**src/common/vwa_pkg.sv**
```systemverilog
// ***
// event arbiter constants
// ***
package vwa_pkg;
	localparam int NUM_EXT        = 5; // external trap inputs
	localparam int NUM_PROG       = 128; // programmable events
	localparam int NUM_MON        = 17; // monitor events
	localparam int NUM_EVT        = 1 + NUM_EXT + NUM_PROG + NUM_MON; // 151 sources
	localparam int EVT_W          = 8; // event code width
	localparam int PRIO_CPU       = 0; // index of cpu presence
	localparam int PRIO_EXT0      = 1; // index of first trap
	localparam int PRIO_PROG0     = PRIO_EXT0 + NUM_EXT; // index of first programmable
	localparam int PRIO_MON0      = PRIO_PROG0 + NUM_PROG; // index of first monitor
	localparam int CLK_HZ         = 40000000; // system clock rate
	localparam int INSTR_US       = 400; // instruction cycle, us
	localparam int INSTR_CYC      = INSTR_US * (CLK_HZ / 1000000); // 16000 cycles
	localparam int OSC_HZ         = 3000000; // sequencer tick rate
	localparam int OSC_DIV        = (CLK_HZ + OSC_HZ - 1) / OSC_HZ; // 14, tick divider
	localparam int SEC_CYC        = CLK_HZ; // cycles per second
	localparam int ADDR_BITS      = EVT_W; // address bits shifted to flash
	localparam int FIFO_DEPTH     = 32; // event queue depth
	localparam logic [7:0] TMO_RST = 8'h00; // timeout reset value (off)
	localparam int GPIO_W         = 10; // speech pins given to gpio
endpackage

```
**src/hw/vwa_fifo.sv**
```systemverilog
`timescale 1ns/10ps
// ***
// event queue fifo
// ***
module vwa_fifo #(
	parameter int WIDTH = 8,  // word width
	parameter int DEPTH = 32  // entries, power of two
) (
	input  wire logic             clk_sys,   // system clock
	input  wire logic             rst_n,     // async reset, active low
	input  wire logic             in_valid,  // write request
	output logic                  in_ready,  // room available
	input  wire logic [WIDTH-1:0] in_data,   // write word
	output logic                  out_valid, // word available
	input  wire logic             out_ready, // reader takes word
	output logic      [WIDTH-1:0] out_data   // head word
);
	localparam int AW = $clog2(DEPTH);
	initial begin
		if (DEPTH < 2 || (1 << AW) != DEPTH) $error("depth must be power of two");
	end
	logic [WIDTH-1:0] mem [DEPTH];   // storage
	logic [AW:0]      wr_ff;         // write pointer with wrap bit
	logic [AW:0]      rd_ff;         // read pointer with wrap bit
	logic             push;          // write happens
	logic             pop;           // read happens
	// flags from pointers
	assign out_valid = (wr_ff != rd_ff);
	assign in_ready  = !((wr_ff[AW] != rd_ff[AW]) && (wr_ff[AW-1:0] == rd_ff[AW-1:0]));
	assign push      = in_valid && in_ready;
	assign pop       = out_valid && out_ready;
	assign out_data  = mem[rd_ff[AW-1:0]];
	// storage write
	always_ff @(posedge clk_sys) begin
		if (push) begin
			mem[wr_ff[AW-1:0]] <= in_data;
		end
	end
	// pointer update
	always_ff @(posedge clk_sys or negedge rst_n) begin
		if (!rst_n) begin
			wr_ff <= '0;
			rd_ff <= '0;
		end else begin
			if (push) wr_ff <= wr_ff + 1'b1;
			if (pop)  rd_ff <= rd_ff + 1'b1;
		end
	end
endmodule // vwa_fifo

```
**src/hw/vwa_flash_if.sv**
```systemverilog
`timescale 1ns/10ps
// ***
// serial flash address driver, strobe only
// ***
module vwa_flash_if
	import vwa_pkg::*;
#(
	parameter int ABITS = ADDR_BITS  // address bits per event
) (
	input  wire logic             clk_sys, // system clock
	input  wire logic             rst_n, // async reset, active low
	input  wire logic             tick, // sequencer tick
	input  wire logic             start, // begin one event
	input  wire logic [ABITS-1:0] code, // event code to send
	output logic                  busy, // transfer running
	output logic                  flash_addr_pulse, // address strobe
	output logic                  flash_shift_clock, // data shift clock
	output logic                  flash_data_out, // serial data
	output logic                  flash_data_oe_n // data drive enable, low drives
);
	initial begin
		if (ABITS < 1 || ABITS > 16) $error("address width out of range");
	end
	logic [ABITS-1:0] sh_ff;     // address shifter
	logic [4:0]       cnt_ff;    // bits remaining
	logic             ph_ff;     // half-bit phase
	logic             run_ff;    // active
	assign busy = run_ff || start;
	// address shift: data set while strobe high, flash latches on falling edge
	always_ff @(posedge clk_sys or negedge rst_n) begin
		if (!rst_n) begin
			sh_ff            <= '0;
			cnt_ff           <= '0;
			ph_ff            <= 1'b0;
			run_ff           <= 1'b0;
			flash_addr_pulse <= 1'b0;
			flash_data_out   <= 1'b0;
			flash_data_oe_n  <= 1'b1;
		end else if (start && !run_ff) begin
			sh_ff           <= code;
			cnt_ff          <= 5'(ABITS);
			ph_ff           <= 1'b0;
			run_ff          <= 1'b1;
			flash_data_oe_n <= 1'b0;
		end else if (run_ff && tick) begin
			if (!ph_ff && cnt_ff == 5'd0) begin // hold tick past last fall
				run_ff          <= 1'b0;
				flash_data_oe_n <= 1'b1;
			end else if (!ph_ff) begin   // rising half: present bit
				flash_data_out   <= sh_ff[ABITS-1];
				flash_addr_pulse <= 1'b1;
				ph_ff            <= 1'b1;
			end else begin               // falling half: flash latches
				flash_addr_pulse <= 1'b0;
				sh_ff            <= {sh_ff[ABITS-2:0], 1'b0};
				ph_ff            <= 1'b0;
				cnt_ff           <= cnt_ff - 5'd1;
			end
		end
	end
	// shift clock idles low; address phase uses only the strobe
	assign flash_shift_clock = 1'b0;
endmodule // vwa_flash_if

```
**src/hw/vwa_arbiter.sv**
```systemverilog
`timescale 1ns/10ps
// Function
// cpu, traps, programmable, monitor order
// 151 sources, each its own voice
// strap sampled after standby reset release
// gpio pin plain or alternate per pin
// 0 to 255 second timeout event
// instruction cycle within 400 us
// optional early rail failure warning
// beep separate from voice output
// sequencer on 3 mhz tick
// cpu presence low means present
// traps trigger on rising edge
// address latched on strobe falling edge
// data latched on shift clock falling; shift clock here held low, address uses the strobe only
// losing events stay pending
module vwa_arbiter
	import vwa_pkg::*;
#(
	parameter int INSTR_CYCLES = INSTR_CYC, // play slot length in cycles
	parameter int SEC_CYCLES   = SEC_CYC,   // cycles per second
	parameter int QDEPTH       = FIFO_DEPTH // event queue depth
) (
	input  wire logic                clk_sys, // system clock
	input  wire logic                rst_n, // async reset, active low
	input  wire logic                speech_sel_strap, // strap pin, high gives gpio
	input  wire logic                cpu_presence_in, // low means cpu present
	input  wire logic [NUM_EXT-1:0]  ext_event_trap, // trap pins 1..5
	input  wire logic [NUM_PROG-1:0] prog_event, // programmable events, same clock
	input  wire logic [NUM_MON-1:0]  mon_event, // monitor events, same clock
	input  wire logic [NUM_EVT-1:0]  evt_clear, // clears pending source
	input  wire logic [7:0]          timeout_sec, // 0 disables
	input  wire logic                early_warn_en, // enable rail check
	input  wire logic                vcore_fail, // core rail fail, pin
	input  wire logic                v33_fail, // 3.3 v rail fail, pin
	input  wire logic                beep_req, // beep tone request
	input  wire logic [GPIO_W-1:0]   gpio_alt_sel, // per pin alternate select
	input  wire logic [GPIO_W-1:0]   gpio_out, // gpio output values
	input  wire logic [GPIO_W-1:0]   gpio_dir_out, // gpio output direction
	input  wire logic [GPIO_W-1:0]   gpio_alt_out, // alternate function values
	input  wire logic [GPIO_W-1:0]   gpio_pin_in, // gpio pin levels
	output logic [GPIO_W-1:0]        gpio_pin_out, // gpio pin drive value
	output logic [GPIO_W-1:0]        gpio_pin_oe_n, // low drives pin
	output logic [GPIO_W-1:0]        gpio_in, // synced gpio levels
	output logic                     gpio_mode, // strap result
	output logic                     cpu_present, // synced presence
	output logic                     flash_addr_pulse, // address strobe
	output logic                     flash_shift_clock, // shift clock
	output logic                     flash_data_out, // serial data
	output logic                     flash_data_oe_n, // low drives data
	output logic                     voice_active, // voice slot running
	output logic [EVT_W-1:0]         voice_code, // event being played
	output logic                     beep_out, // beep tone output
	output logic                     timeout_event, // timeout fired pulse
	output logic                     queue_full // queue back pressure
);
	initial begin
		if (INSTR_CYCLES < 1 || SEC_CYCLES < 2 || QDEPTH < 2) $error("bad parameter");
	end
	// ***
	// input synchronisers
	// ***
	localparam int SYW = NUM_EXT + 4 + GPIO_W; // traps, cpu, rails, strap, gpio
	logic [SYW-1:0] sy1_ff;   // first stage only
	logic [SYW-1:0] sy2_ff;   // usable stage
	// two flops for all pin inputs
	always_ff @(posedge clk_sys or negedge rst_n) begin
		if (!rst_n) begin
			sy1_ff <= '0;
			sy2_ff <= '0;
		end else begin
			sy1_ff <= {gpio_pin_in, speech_sel_strap, v33_fail, vcore_fail,
				cpu_presence_in, ext_event_trap};
			sy2_ff <= sy1_ff;
		end
	end
	logic [NUM_EXT-1:0] trap_s;   // synced traps
	logic               cpu_abs_s; // synced presence, high absent
	logic               vc_s;     // synced core fail
	logic               v33_s;    // synced 3.3 fail
	logic               strap_s;  // synced strap
	assign trap_s    = sy2_ff[NUM_EXT-1:0];
	assign cpu_abs_s = sy2_ff[NUM_EXT];
	assign vc_s      = sy2_ff[NUM_EXT+1];
	assign v33_s     = sy2_ff[NUM_EXT+2];
	assign strap_s   = sy2_ff[NUM_EXT+3];
	assign gpio_in   = sy2_ff[SYW-1 -: GPIO_W];
	assign cpu_present = !cpu_abs_s;
	// ***
	// strap capture
	// ***
	logic [1:0] strap_wait_ff; // waits for sync pipe to fill
	logic       gpio_mode_ff;  // latched strap
	// sample once, after reset release settles
	always_ff @(posedge clk_sys or negedge rst_n) begin
		if (!rst_n) begin
			strap_wait_ff <= 2'h0;
			gpio_mode_ff  <= 1'b0;
		end else if (strap_wait_ff != 2'h3) begin
			strap_wait_ff <= strap_wait_ff + 2'h1;
			if (strap_wait_ff == 2'h2) gpio_mode_ff <= strap_s;
		end
	end
	assign gpio_mode = gpio_mode_ff;
	logic spk_en; // strap known and speech mode
	assign spk_en = (strap_wait_ff == 2'h3) && !gpio_mode_ff;
	// ***
	// 3 mhz tick and second counter
	// ***
	logic [4:0]  div_ff;  // oscillator divider
	logic        tick;    // sequencer enable
	assign tick = (div_ff == 5'(OSC_DIV - 1));
	// divider for sequencer tick
	always_ff @(posedge clk_sys or negedge rst_n) begin
		if (!rst_n) div_ff <= 5'h00;
		else if (tick) div_ff <= 5'h00;
		else div_ff <= div_ff + 5'h01;
	end
	logic [31:0] sec_ff;   // cycle count in a second
	logic [7:0]  tsec_ff;  // elapsed seconds
	logic        tmo_done_ff; // fired once per programming
	// timeout counter, restarts when value changes
	logic [7:0]  tprev_ff; // last programmed value
	always_ff @(posedge clk_sys or negedge rst_n) begin
		if (!rst_n) begin
			sec_ff      <= '0;
			tsec_ff     <= TMO_RST;
			tprev_ff    <= TMO_RST;
			tmo_done_ff <= 1'b0;
			timeout_event <= 1'b0;
		end else begin
			timeout_event <= 1'b0;
			tprev_ff <= timeout_sec;
			if (timeout_sec != tprev_ff) begin
				sec_ff <= '0;
				tsec_ff <= 8'h00;
				tmo_done_ff <= 1'b0;
			end else if (timeout_sec != 8'h00 && !tmo_done_ff) begin
				if (sec_ff == 32'(SEC_CYCLES - 1)) begin
					sec_ff <= '0;
					if (tsec_ff + 8'h01 == timeout_sec) begin
						timeout_event <= 1'b1;
						tmo_done_ff <= 1'b1;
					end
					tsec_ff <= tsec_ff + 8'h01;
				end else begin
					sec_ff <= sec_ff + 32'd1;
				end
			end
		end
	end
	// ***
	// pending event flags
	// ***
	logic [NUM_EXT-1:0] trap_d_ff; // trap previous level
	logic               cpu_d_ff;  // presence previous level
	logic               rail_d_ff; // rail fail previous
	logic [NUM_EVT-1:0] pend_ff;   // pending sources
	logic [NUM_EVT-1:0] set_v;     // new events this cycle
	logic [NUM_EVT-1:0] take_v;    // one-hot of served source
	logic               rail_fail; // combined rail failure
	assign rail_fail = early_warn_en && (vc_s || v33_s);
	// edge history
	always_ff @(posedge clk_sys or negedge rst_n) begin
		if (!rst_n) begin
			trap_d_ff <= '0;
			cpu_d_ff  <= 1'b0;
			rail_d_ff <= 1'b0;
		end else begin
			trap_d_ff <= trap_s;
			cpu_d_ff  <= cpu_abs_s;
			rail_d_ff <= rail_fail;
		end
	end
	// event sources: cpu change, trap rise, timeout on first programmable slot
	always_comb begin
		set_v = '0;
		set_v[PRIO_CPU] = (cpu_abs_s != cpu_d_ff) || (rail_fail && !rail_d_ff);
		set_v[PRIO_EXT0 +: NUM_EXT] = trap_s & ~trap_d_ff;
		set_v[PRIO_PROG0 +: NUM_PROG] = prog_event;
		set_v[PRIO_PROG0] = prog_event[0] || timeout_event;
		set_v[PRIO_MON0 +: NUM_MON] = mon_event;
	end
	// set beats clear; served source drops
	always_ff @(posedge clk_sys or negedge rst_n) begin
		if (!rst_n) pend_ff <= '0;
		else pend_ff <= set_v | (pend_ff & ~evt_clear & ~take_v);
	end
	// ***
	// priority pick and queue
	// ***
	logic             q_in_ready; // queue room
	logic [EVT_W-1:0] pick;     // lowest index pending
	logic             pick_vld; // any pending
	// lowest index wins
	always_comb begin
		pick = '0;
		pick_vld = 1'b0;
		take_v = '0;
		for (int i = NUM_EVT - 1; i >= 0; i--) begin
			if (pend_ff[i]) begin
				pick = EVT_W'(i);
				pick_vld = 1'b1;
			end
		end
		if (pick_vld && q_in_ready && spk_en) take_v[pick] = 1'b1;
	end
	logic             q_out_valid; // queued event
	logic             q_out_ready; // sequencer takes
	logic [EVT_W-1:0] q_out_data;  // queued code
	assign queue_full = !q_in_ready;
	vwa_fifo #(.WIDTH(EVT_W), .DEPTH(QDEPTH)) u_queue (
		.clk_sys   (clk_sys),
		.rst_n     (rst_n),
		.in_valid  (pick_vld && spk_en),
		.in_ready  (q_in_ready),
		.in_data   (pick),
		.out_valid (q_out_valid),
		.out_ready (q_out_ready),
		.out_data  (q_out_data)
	);
	// ***
	// voice sequencer
	// ***
	typedef enum logic [1:0] {VS_IDLE, VS_ADDR, VS_PLAY} vwa_vs_e;
	vwa_vs_e     vs_ff;   // sequencer state
	logic [31:0] slot_ff; // play slot counter
	logic        fl_busy; // flash driver busy
	assign q_out_ready = (vs_ff == VS_IDLE);
	assign voice_active = (vs_ff != VS_IDLE);
	// one event at a time, next waits until play ends
	always_ff @(posedge clk_sys or negedge rst_n) begin
		if (!rst_n) begin
			vs_ff      <= VS_IDLE;
			slot_ff    <= '0;
			voice_code <= '0;
		end else begin
			case (vs_ff)
				VS_IDLE: begin
					if (q_out_valid) begin
						voice_code <= q_out_data;
						vs_ff      <= VS_ADDR;
					end
				end
				VS_ADDR: begin
					if (!fl_busy) begin
						slot_ff <= '0;
						vs_ff   <= VS_PLAY;
					end
				end
				VS_PLAY: begin
					if (slot_ff == 32'(INSTR_CYCLES - 1)) vs_ff <= VS_IDLE;
					else slot_ff <= slot_ff + 32'd1;
				end
				default: vs_ff <= VS_IDLE;
			endcase
		end
	end
	logic fl_addr;  // driver strobe
	logic fl_clk;   // driver shift clock
	logic fl_dat;   // driver data
	logic fl_oen;   // driver enable
	vwa_flash_if #(.ABITS(EVT_W)) u_flash (
		.clk_sys           (clk_sys),
		.rst_n             (rst_n),
		.tick              (tick),
		.start             (vs_ff == VS_IDLE && q_out_valid),
		.code              (q_out_data),
		.busy              (fl_busy),
		.flash_addr_pulse  (fl_addr),
		.flash_shift_clock (fl_clk),
		.flash_data_out    (fl_dat),
		.flash_data_oe_n   (fl_oen)
	);
	// speech pins quiet in gpio mode
	assign flash_addr_pulse  = fl_addr && !gpio_mode_ff;
	assign flash_shift_clock = fl_clk && !gpio_mode_ff;
	assign flash_data_out    = fl_dat && !gpio_mode_ff;
	assign flash_data_oe_n   = fl_oen || gpio_mode_ff;
	// ***
	// beep and gpio
	// ***
	logic [7:0] bdiv_ff; // beep tone divider
	logic       tone_ff; // tone square wave
	// beep tone independent of the voice path
	always_ff @(posedge clk_sys or negedge rst_n) begin
		if (!rst_n) begin
			bdiv_ff <= 8'h00;
			tone_ff <= 1'b0;
		end else if (tick) begin
			bdiv_ff <= bdiv_ff + 8'h01;
			if (bdiv_ff == 8'hff) tone_ff <= !tone_ff;
		end
	end
	assign beep_out = (beep_req || rail_fail) && tone_ff;
	// per pin gpio mux
	for (genvar g = 0; g < GPIO_W; g++) begin : g_gpio
		assign gpio_pin_out[g] = gpio_alt_sel[g] ? gpio_alt_out[g] : gpio_out[g];
		assign gpio_pin_oe_n[g] = !(gpio_mode_ff && (gpio_alt_sel[g] || gpio_dir_out[g]));
	end
endmodule // vwa_arbiter

```
**config.mk**
```make
export PLATFORM = sky130hd
export DESIGN_NAME = vwa_arbiter
export DESIGN_NICKNAME = d
export VERILOG_FILES = /design/src/common/vwa_pkg.sv /design/src/hw/vwa_fifo.sv /design/src/hw/vwa_flash_if.sv /design/src/hw/vwa_arbiter.sv
export SDC_FILE = /design/constraint.sdc
export NUM_CORES = 1
export LEC_CHECK = 0
export BUFFER_PORTS_ARGS = -buffer_cell sky130_fd_sc_hd__buf_2
export CORE_MARGIN = 1.5
export CORE_UTILIZATION = 40
export CTS_BUF_LIST = sky130_fd_sc_hd__clkbuf_8
export DETAILED_ROUTE_END_ITERATION = 6
export PLACE_DENSITY = 0.74
export SYNTH_ARGS = -nofsm -noshare
export SYNTH_HDL_FRONTEND = slang
export SYNTH_SLANG_ARGS = --single-unit
export TNS_END_PERCENT = 1
```
**constraint.sdc**
```tcl
create_clock -name clk_sys -period 3.2 [get_ports clk_sys]
set_clock_uncertainty 0.15 [all_clocks]
set_input_delay 0 -clock clk_sys [delete_from_list [all_inputs] [get_ports clk_sys]]
set_output_delay 0 -clock clk_sys [all_outputs]
set_load 0.02 [all_outputs]
```
==> results of run 1 <==
## per-layer routing
layer | track usage | overflow
met2 | 0.576 | 193
met1 | 0.463 | 20
met5 | 0.125 | 1
met4 | 0.312 | 89
met3 | 0.306 | 11
## cells in the mapped netlist, types with 8 or more instances
cell type | n | area [um^2]
xor2_1 | 55 | 482
edfxtp_1 | 256 | 7690
clkbuf_1 | 33 | 124
dfrtp_1 | 334 | 8360
or3_1 | 19 | 119
a211oi_1 | 15 | 113
and3_1 | 21 | 131
o31ai_1 | 10 | 75.1
a21oi_1 | 187 | 936
nor4_1 | 63 | 394
buf_2 | 8 | 40.0
a2111oi_0 | 8 | 70.1
mux4_2 | 74 | 1670
nor3_1 | 53 | 265
ha_1 | 15 | 188
inv_1 | 295 | 1110
nand4_1 | 30 | 188
o21a_1 | 31 | 233
and2_1 | 10 | 62.6
nand2b_1 | 16 | 100
nor2_1 | 220 | 826
nand2_1 | 100 | 375
mux2_2 | 13 | 146
nor2b_1 | 14 | 87.6
nand3_1 | 37 | 185
xnor2_1 | 51 | 447
mux2i_1 | 17 | 170
a31oi_1 | 109 | 682
o21ai_0 | 58 | 290
or4_1 | 15 | 113
a41oi_1 | 13 | 114
buf_4 | 14 | 105
buf_1 | 11 | 41.3
## timing repair
action | CTS
setup endpoints to repair | 428
hold buffers | 633
pin swaps | 38
setup buffers | 9
cloned | 1
endpoints found under the hold margin | 528
gates resized for setup | 72
## through the flow
stage | std cells | instance area (um^2) | utilization
2_1_floorplan | 2340 | 27200 | -
3_3_place_gp | 3839 | 32400 | 0.481
3_5_place_dp | 3839 | 32400 | 0.481
4_1_cts | 4670 | 41200 | 0.612
## cell families after synthesis
logic type      after synthesis  share of synthesized area
fa+ha+maj                    15                    0.00690
flops                       591                      0.591
buf+inv                     364                     0.0528
compound gates              524                      0.125
xor+xnor                    106                     0.0341
simple gates                635                      0.118
other cells                   1                   0.000138
mux                         104                     0.0729
==> flow_summary.yaml, run 1 <==
synth:
  syn-mean-instance-area_um2: 11.6
  synthCells: 2340
  async_flop_share: 0.567
  synth_edf_count: 256
  synthFlopType: "dfrtp_1"
  synthesis.area_mm2: 0.0272
  yosysSeqAreaShare: 0.591
  synth_cell_type_count: 87
  yosysWarnings: 0
  ys_seq_elements: 591
  synth_nets: 2722
run_status:
  haltStage: "5_1_grt"
  status: "stopped before the end"
  first-error: "[ERROR GRT-0116] Global routing finished with congestion. Check the congestion regions in the DRC Viewer."
global_route:
  overflow: 314
  grt_max_degree: 75
  grt_pass1_wl_mm: 225
  grt_pass1_vias: 33300
  grt_usage: 0.431
floorplanning:
  initial_utilization: 0.404
  std_cell_rows: 95
  fp.dieW_um: 264
  ios: 415
  die_h_um: 264
clock_tree:
  htreeDepth: 3
  ctsLongestPathBuffers: 3
  numCtsBuffers: 100
  cts_root_buffer: "clkbuf_8"
  clock_sinks: 591
placed_design:
  pre_cts_slack_ns: -0.631
  dpl.hpwl_mm: 61.6
  io_buffers: 413
  place.gp.congestion: 0.947
==> run 2: changes to the inputs <==
--- a/config.mk
+++ b/config.mk
@@ -7,10 +7,9 @@
 export LEC_CHECK = 0
 export BUFFER_PORTS_ARGS = -buffer_cell sky130_fd_sc_hd__buf_2
 export CORE_MARGIN = 1.5
-export CORE_UTILIZATION = 40
-export CTS_BUF_LIST = sky130_fd_sc_hd__clkbuf_8
+export CORE_UTILIZATION = 25
 export DETAILED_ROUTE_END_ITERATION = 6
-export PLACE_DENSITY = 0.74
+export PLACE_DENSITY_LB_ADDON = 0.15
 export SYNTH_ARGS = -nofsm -noshare
 export SYNTH_HDL_FRONTEND = slang
 export SYNTH_SLANG_ARGS = --single-unit
==> constraint.sdc (replaced) <==
create_clock -name clk_sys -period 4.2 [get_ports clk_sys]
set_clock_uncertainty 0.15 [all_clocks]
set_input_delay 0 -clock clk_sys [delete_from_list [all_inputs] [get_ports clk_sys]]
set_output_delay 0 -clock clk_sys [all_outputs]
set_load 0.02 [all_outputs]
==> flow_summary.yaml, run 2 <==
setup_path:
  critPathBufInv: 3
  slowest_delay_ns: 0.67
  cp.arrival_ns: 4.43
  crit_type: "reg -> reg"
  critical-path-top-delay-family: "compound AO/OA/AOI/OAI gates"
  cp-end-kind: "flop"
  path_max_fanout: 10
  r2r-start: "pend_ff[25]$_DFF_PN0_"
  r2r_end: "pend_ff[99]$_DFF_PN0_"
  r2r_slack_ns: 0.12
  crit_top_cell: "buf_4"
  startpoint_type: "flop"
  required_ns: 4.55
  r2r_cells: 10
  path_cells: "o31a_1, o311ai_1, o2111ai_1, a221o_1, o21a_1, buf_4, nor4_4, buf_4, a31oi_1, dlygate4sd3_1"
  crit_path_top_delay_cell: "o311ai_1"
worst_hold_path:
  hold_start: "prog_event[67]"
  hold_path_depth: 4
  worstHoldEndpoint: "pend_ff[73]$_DFF_PN0_"
  hp-class: "in -> reg"
clock_tree:
  clkLatencyLatePin_ns: 0.64
  post_cts_buffers: 0
  ctsLongestPathBuffers: 3
  clk_pin_slew_ns: 0.06
  cts_tree: "done"
  clock_sinks: 591
  cts_root_buffer: "clkbuf_16"
  numCtsBuffers: 71
  htreeDepth: 3
pwr:
  switching_share: 0.293
  ir_drop_mv: 0.471
  power_w: 0.0167
  power_density_mw_per_mm2: 437
  p_int_w: 0.0118
  p_seq_frac: 0.412
  p_comb_frac: 0.217
  p_leak_nw: 15.7
  clock_power_share: 0.371
  p_switching_w: 0.00491
job:
  maxCapViolations: 0
global_route:
  grt_max_degree: 137
  grt_pass1_wl_mm: 147
  overflow: 0
  antenna_found_initial: 8
  grt_pass1_vias: 23900
  grt_usage: 0.173
placed_design:
  place.gp.congestion: 0.891
  io_buffers: 413
  dpl.hpwl_mm: 69.2
  dp.cells: 4201
layout:
  drive_gt1_frac: 0.235
  post-route-util: 0.356
  largest_reg_flops: 256
  finalNonFillerCells: 4749
  final_cell_mix: "412 x dlygate4sd3_1, 412 x buf_2, 332 x dfrtp_1"
  final_nets: 3666
  fill_cells: 10700
  area_growth_pct: 40.7
sta:
  final_max_slew_viol_count: 0
  timing.final.crit_share: 0.971
  hold_ws_ns: 0.0344
  setup_viol: 0
  worst_pin_slew_ns: 1.05
  hold_viol: 0
  slew_headroom: 0.285
  fin_crit_ns: 4.08
  rsz0062_at_grt: "true"
  max_clock_freq_mhz: 245
synth:
  synthFlopType: "dfrtp_1"
  ys_seq_elements: 591
  synth_nets: 2722
  synth_cell_type_count: 87
  synthTopCellsByArea: "dfrtp_1 31%, edfxtp_1 28%, mux4_2 6.1%, inv_1 4.1%, a21oi_1 3.4%"
  synth_common_cells: "334 x dfrtp_1, 295 x inv_1, 256 x edfxtp_1"
  synthCells: 2340
  yosysWarnings: 0
  synth_top_area_frac: 0.307
  synthesis.area_mm2: 0.0272
  synth_most_common_cell: "dfrtp_1"
  yosys.area.top_type: "dfrtp_1"
  syn-mean-instance-area_um2: 11.6
  yosysSeqAreaShare: 0.591
  async_flop_share: 0.567
  synth_edf_count: 256
drt:
  wirelength_mm: 97.7
  drc: 0
  drt_first_pass_iters: 5
  vias_per_cell: 4.77
  dr_total_vias: 22700
  antenna_left: 0
  drt-initial-drc-count: 1469
  avgRoutedWirePerCell_um: 20.6
floorplanning:
  die_h_um: 333
  ios: 415
  std_cell_rows: 120
  initial_utilization: 0.253
  fp.dieW_um: 333
  coreArea_mm2: 0.108
  die-area_mm2: 0.111
run_status:
  status: "completed"
-- run 2: how the worst max path moves through the flow --
stage,to,startpoint,slack [ns],cells past startpoint
after floorplan,u_queue.mem[0][7]$_DFFE_PP_,pend_ff[11]$_DFF_PN0_,0.67,5
after global placement,pend_ff[2]$_DFF_PN0_,pend_ff[25]$_DFF_PN0_,-0.12,8
after detailed placement,pend_ff[2]$_DFF_PN0_,pend_ff[25]$_DFF_PN0_,-0.05,8
after CTS,pend_ff[105]$_DFF_PN0_,pend_ff[134]$_DFF_PN0_,0.02,12
after global routing,pend_ff[99]$_DFF_PN0_,pend_ff[61]$_DFF_PN0_,-0.002,10
final,pend_ff[99]$_DFF_PN0_,pend_ff[25]$_DFF_PN0_,0.12,10
-- run 2: layer usage --
layer | global-route usage | share of wire
met3 | 0.0313 | 0.043
met1 | 0.220 | 0.43
met4 | 0.0719 | 0.040
met2 | 0.289 | 0.48
met5 | 0 | 0.00054
-- run 2: final cells by class --
type                    instances  area, um^2  share of cell area
repair buffers                938        7110               0.186
multi-input cells            1385        9870               0.258
well taps                    1403        1760              0.0459
inverters                     297        1120              0.0292
clock buffers                 101        2010              0.0526
clock inverters                28         300             0.00785
flip-flops and latches        591       16100               0.420
diodes                          6        15.0            0.000392
-- run 2: power groups by stage --
stage	registers [W]	clock network, W	logic [W]
floorplan	0.00687	0	0.00204
global placement	0.00697	0	0.00336
detailed placement	0.00699	0	0.00337
CTS	0.00688	0.00641	0.00371
global route	0.00694	0.00661	0.00396
finish	0.00689	0.00620	0.00363
-- run 2: kinds of logic after synthesis --
logic type      synth area share
fa+ha+maj                0.00690
mux                       0.0729
other cells             0.000138
compound gates             0.125
buf+inv                   0.0528
xor+xnor                  0.0341
flops                      0.591
simple gates               0.118
-- run 2: worst min-delay path: cells and delay by family --
kind / cells / cell delay, ns
AOI/OAI and AO/OA: 1 / 0.06
buffers and inverters: 3 / 0.70
-- run 2: what timing repair did --
item | in CTS | in global routing
hold buffers | 413 | 0
endpoints found under the hold margin | 527 | 0
gates resized for setup | 2 | 23
pin swaps | 0 | 1
endpoints found under the setup margin | 2 | 41
-- run 2: metrics by stage --
stage / TNS (ns) / area [um^2] / worst slack, ns
2_1_floorplan: 0 / 27200 / 0.671
4_1_cts: 0 / 38100 / 0.0165
3_3_place_gp: -0.121 / 31700 / -0.121
5_1_grt: -0.00212 / 38300 / -0.00212
3_5_place_dp: -0.0757 / 31700 / -0.0495
6_report: 0 / 38300 / 0.121
Power figures use the tool's default switching activity.
==> run 3: changes to the inputs <==
--- a/config.mk
+++ b/config.mk
@@ -5,7 +5,8 @@
 export SDC_FILE = /design/constraint.sdc
 export NUM_CORES = 1
 export LEC_CHECK = 0
-export BUFFER_PORTS_ARGS = -buffer_cell sky130_fd_sc_hd__buf_2
+export BUFFER_PORTS_ARGS = -buffer_cell sky130_fd_sc_hd__buf_4
+export CORE_ASPECT_RATIO = 1.1
 export CORE_MARGIN = 1.5
 export CORE_UTILIZATION = 25
 export DETAILED_ROUTE_END_ITERATION = 6
==> flow_summary.yaml, run 3 (same netlist as run 2, synthesis figures left out) <==
global_route:
  grt_pass1_vias: 24200
  grt_max_degree: 140
  antenna_found_initial: 11
  grt_pass1_wl_mm: 148
  overflow: 0
  grt_usage: 0.175
setup_path:
  required_ns: 4.58
  crit_type: "reg -> reg"
  cp.arrival_ns: 4.43
  startpoint_type: "flop"
  cp-end-kind: "flop"
  path_max_fanout: 5
floorplanning:
  coreArea_mm2: 0.108
  die_h_um: 349
  std_cell_rows: 126
  ios: 415
  die-area_mm2: 0.111
  fp.dieW_um: 318
  initial_utilization: 0.253
job:
  maxCapViolations: 0
clock_tree:
  numCtsBuffers: 73
  htreeDepth: 3
  clock_sinks: 591
  ctsLongestPathBuffers: 3
  cts_tree: "done"
  cts_root_buffer: "clkbuf_16"
  clk_pin_slew_ns: 0.06
  clkLatencyLatePin_ns: 0.64
pwr:
  p_int_w: 0.0122
  p_seq_frac: 0.397
  p_switching_w: 0.00502
  power_density_mw_per_mm2: 433
  ir_drop_mv: 0.337
  p_comb_frac: 0.222
  clock_power_share: 0.381
  switching_share: 0.292
  p_leak_nw: 16.3
sta:
  max_clock_freq_mhz: 247
  timing.final.crit_share: 0.964
  final_max_slew_viol_count: 0
  hold_viol: 0
  setup_viol: 0
  worst_pin_slew_ns: 1.14
  slew_headroom: 0.238
  timing.final.ws_setup_ns: 0.153
  finalSetupTns_ns: 0
  fin_crit_ns: 4.05
layout:
  area_growth_pct: 46.1
  largest_reg_flops: 256
  finalNonFillerCells: 4791
  final_nets: 3700
  drive_gt1_frac: 0.232
  final_cell_mix: "523 x buf_4, 443 x dlygate4sd3_1, 332 x dfrtp_1"
  mostFrequentLayoutCell: "buf_4"
  post-route-util: 0.369
drt:
  dr_total_vias: 22600
  drc: 0
  avgRoutedWirePerCell_um: 20.5
  antenna_left: 0
  drt_first_pass_iters: 5
  drt-initial-drc-count: 1571
  vias_per_cell: 4.73
  wirelength_mm: 98.2
placed_design:
  dpl.hpwl_mm: 70.4
  pre_cts_slack_ns: 0.0791
  dp.cells: 4205
  place.gp.congestion: 0.881
  io_buffers: 413
worst_hold_path:
  hp-class: "in -> reg"
run_status:
  status: "completed"
## run 3: area by class of cell
type,instances,area [um^2]
timing repair buffer,970,8440
clock buffer,93,1990
sequential,591,16100
multi-input combinational,1385,9820
tap,1408,1760
antenna,5,12.5
fill,10500,67900
inverter,297,1110
clock inverter,42,518
## run 3: worst max-delay path: stages (launching register included)
cell and delay [ns]:
dfrtp_1 0.47, nor4_1 0.67, nand4_1 0.29, nor4_1 0.36
nand4_1 0.26, or4_4 0.53, or4_1 0.44, a31o_1 0.23
dlygate4sd3_1 0.54
## run 3: metal layers
layer,vias to the layer above,track usage,part of all wire
met5,-,0,0.00058
met1,11300,0.216,0.41
met3,198,0.0318,0.051
li1,10500,-,-
met2,656,0.299,0.49
met4,10,0.0794,0.040
## run 3: power groups by stage
| stage | logic [W] | clock network [W] | registers (W) |
|---|---|---|---|
| global placement | 0.00352 | 0 | 0.00691 |
| global route | 0.00417 | 0.00698 | 0.00688 |
| finish | 0.00382 | 0.00656 | 0.00682 |
| floorplan | 0.00204 | 0 | 0.00687 |
| detailed placement | 0.00355 | 0 | 0.00693 |
| CTS | 0.00391 | 0.00676 | 0.00682 |
## run 3: metrics by stage
step | area (um^2) | power, W | hold slack [ns]
2_1_floorplan | 27200 | 0.00891 | -0.446
3_3_place_gp | 32700 | 0.0104 | -0.265
3_5_place_dp | 32700 | 0.0105 | -0.260
4_1_cts | 39600 | 0.0175 | 0.00000766
5_1_grt | 39700 | 0.0180 | 0.0217
6_report | 39700 | 0.0172 | 0.00873
## run 3: repair_timing
action	CTS	global route
resized for setup	0	14
endpoints found under the hold margin	520	0
hold buffers	444	0
setup endpoints to repair	0	45
buffers inserted	0	2
## run 3: final timing paths
kind	startpoint	endpoint	slack, ns	cells past startpoint
min reg2reg	sy1_ff[13]$_DFF_PN0_	sy2_ff[13]$_DFF_PN0_	0.20	0
max in group asynchronous	rst_n	pend_ff[81]$_DFF_PN0_	2.66	4
min	mon_event[15]	pend_ff[149]$_DFF_PN0_	0.009	3
min in group asynchronous	rst_n	sy1_ff[12]$_DFF_PN0_	0.33	4
max	pend_ff[45]$_DFF_PN0_	pend_ff[147]$_DFF_PN0_	0.15	8
max reg2reg	pend_ff[45]$_DFF_PN0_	pend_ff[147]$_DFF_PN0_	0.15	8
==> run 4: changes to the inputs <==
--- a/config.mk
+++ b/config.mk
@@ -5,6 +5,7 @@
 export SDC_FILE = /design/constraint.sdc
 export NUM_CORES = 1
 export LEC_CHECK = 0
+export ABC_AREA = 1
 export BUFFER_PORTS_ARGS = -buffer_cell sky130_fd_sc_hd__buf_4
 export CORE_ASPECT_RATIO = 1.1
 export CORE_MARGIN = 1.5
==> flow_summary.yaml, run 4 <==
run_status:
  status: "finished with violations"
  violations: "negative setup slack"
drt:
  antenna_left: 0
  wirelength_mm: 105
  dr_total_vias: 25100
  avgRoutedWirePerCell_um: 18.4
  vias_per_cell: 4.40
  drt_first_pass_iters: 5
  drc: 0
  drt-initial-drc-count: 1292
worst_hold_path:
  hold_path_depth: 5
  hp-class: "in -> reg"
  hold_start: "evt_clear[15]"
  worstHoldEndpoint: "pend_ff[15]$_DFF_PN0_"
placed_design:
  placed_cell_area_mm2: 0.0345
  dpl.hpwl_mm: 73.1
  io_buffers: 413
  place.gp.congestion: 0.829
  dp.cells: 5075
synth:
  synth_most_common_cell: "nand2_1"
  synthesis.area_mm2: 0.0275
  synthFlopType: "dfrtp_1"
  synth_nets: 3421
  synthCells: 3039
  yosysSeqAreaShare: 0.584
  yosysWarnings: 0
  synth_common_cells: "559 x nand2_1, 512 x nor2_1, 416 x inv_1"
  synth_top_area_frac: 0.304
  synthTopCellsByArea: "dfrtp_1 30%, edfxtp_1 28%, nand2_1 7.6%, nor2_1 7.0%, inv_1 5.7%"
  yosys.area.top_type: "dfrtp_1"
  synth_edf_count: 256
  syn-mean-instance-area_um2: 9.05
  ys_seq_elements: 591
  async_flop_share: 0.567
  synth_cell_type_count: 50
layout:
  area_growth_pct: 52.6
  stdcell_area_mm2: 0.0420
  final_cell_mix: "683 x buf_4, 556 x nand2_1, 504 x nor2_1"
  largest_reg_flops: 256
  mostFrequentLayoutCell: "buf_4"
  fill_cells: 10900
  final_nets: 4608
  drive_gt1_frac: 0.219
  finalNonFillerCells: 5699
floorplanning:
  die_h_um: 351
  std_cell_rows: 127
  coreArea_mm2: 0.109
  initial_utilization: 0.252
  die-area_mm2: 0.112
  fp.dieW_um: 319
  ios: 415
clock_tree:
  clock_sinks: 591
  htreeDepth: 3
  numCtsBuffers: 68
  cts_tree: "done"
  clk_pin_slew_ns: 0.06
  ctsLongestPathBuffers: 3
  cts_root_buffer: "clkbuf_16"
  clkLatencyLatePin_ns: 0.63
sta:
  final_max_slew_viol_count: 0
  hold_viol: 0
  rsz0062_at_grt: "true"
  slew_headroom: 0.317
  max_clock_freq_mhz: 113
  timing.final.crit_share: 2.10
  worst_pin_slew_ns: 1.02
  fin_crit_ns: 8.82
  finalSetupTns_ns: -916.50
  setup_viol: 247
  timing.final.ws_setup_ns: -4.62
pwr:
  p_leak_nw: 18.6
  ir_drop_mv: 0.366
  power_density_mw_per_mm2: 421
setup_path:
  path_max_fanout: 32
  required_ns: 4.39
  startpoint_type: "flop"
  r2r_end: "u_queue.mem[17][0]$_DFFE_PP_"
  crit_path_top_delay_cell: "dfrtp_1"
  crit_type: "reg -> reg"
  r2r-start: "pend_ff[147]$_DFF_PN0_"
  cp.arrival_ns: 9.01
  r2r_cells: 152
  crit_top_cell: "nand2_1"
  r2r_slack_ns: -4.62
  slowest_delay_ns: 0.39
  cp-end-kind: "flop"
global_route:
  grt_usage: 0.186
  antenna_found_initial: 8
  grt_max_degree: 131
  overflow: 0
  grt_pass1_wl_mm: 157
  grt_pass1_vias: 26100
job:
  maxCapViolations: 0
-- run 4: changes by cell type in the layout (fill, tap and decap cells not counted), moves of 54 or more --
cell	delta
nand2_1	+456
nor2_1	+286
buf_4	+160
o21ai_0	+157
a21oi_1	-136
inv_1	+119
a31oi_1	-100
mux4_2	-74
or2_2	+56
dlygate4sd3_1	+54
o21bai_1	+54
-- run 4: how the worst max path moves through the flow --
stage                     slack, ns                    from                      endpoint  depth (start not counted)
after floorplan               -3.52  pend_ff[147]$_DFF_PN0_   u_queue.mem[0][0]$_DFFE_PP_                        152
after CTS                     -4.75  pend_ff[148]$_DFF_PN0_        pend_ff[111]$_DFF_PN0_                        154
final                         -4.62  pend_ff[147]$_DFF_PN0_  u_queue.mem[17][0]$_DFFE_PP_                        152
after global routing          -6.34  pend_ff[148]$_DFF_PN0_         pend_ff[73]$_DFF_PN0_                        154
after global placement        -4.79  pend_ff[148]$_DFF_PN0_  u_queue.mem[23][0]$_DFFE_PP_                        153
after detailed placement      -4.75  pend_ff[147]$_DFF_PN0_  u_queue.mem[18][0]$_DFFE_PP_                        152
-- run 4: metrics by stage --
| step | worst slack [ns] | util | total power [W] | hold WS (ns) |
|---|---|---|---|---|
| 5_1_grt | -6.34 | 0.385 | 0.0186 | 0.0356 |
| 3_5_place_dp | -4.75 | 0.316 | 0.0112 | -0.0396 |
| 4_1_cts | -4.75 | 0.384 | 0.0179 | 0.000502 |
| 6_report | -4.62 | 0.385 | 0.0177 | 0.0334 |
| 2_1_floorplan | -3.52 | - | 0.00907 | -0.446 |
| 3_3_place_gp | -4.79 | 0.316 | 0.0112 | -0.0405 |
-- run 4: cell type report --
type                            instances  area [um^2]  area share
Inverter                              432         1630      0.0387
Clock inverter                         30          402     0.00956
Clock buffer                           92         1910      0.0456
Tap cell                             1419         1780      0.0423
Multi-Input combinational cell       1922         9550       0.227
Timing Repair Buffer                 1211        10600       0.254
Antenna cell                            2         5.00    0.000119
Sequential cell                       591        16100       0.383
-- run 4: cell families after synthesis --
group,after synthesis,synth area share
and+or+nand+nor,1357,0.208
buffers and inverters,526,0.0741
muxes,11,0.00446
other,1,0.000136
xor gates and xnor gates,45,0.0143
AOI/OAI and AO/OA,493,0.108
DFF,591,0.584
adders and majority gates,15,0.00682
-- run 4: what timing repair did --
action	4_1_cts	5_1_grt
pin swaps	0	8
hold buffers	498	0
buffers inserted	0	1
resized for setup	13	35
setup endpoints to repair	247	255
hold endpoints to repair	414	0
gates cloned	0	1
-- run 4: power by group --
group	switching, W	leakage (nW)	internal (W)
combinational	0.00291	11.1	0.00177
clock	0.00254	1.13	0.00376
sequential	0.000226	6.39	0.00649
total	0.00568	18.6	0.0120
-- run 4: worst max-delay path, delay by kind of cell, from the launching register on --
family	cells	cell delay, ns
simple gates	148	7.46
buf+inv	4	0.43
flops	1	0.39
-- run 4: metal layers --
layer / vias up / part of all wire / track usage
li1: 12400 / - / -
met1: 11900 / 0.43 / 0.229
met2: 666 / 0.49 / 0.323
met3: 186 / 0.047 / 0.0290
met4: 2 / 0.040 / 0.0785
met5: - / 0.000067 / 0
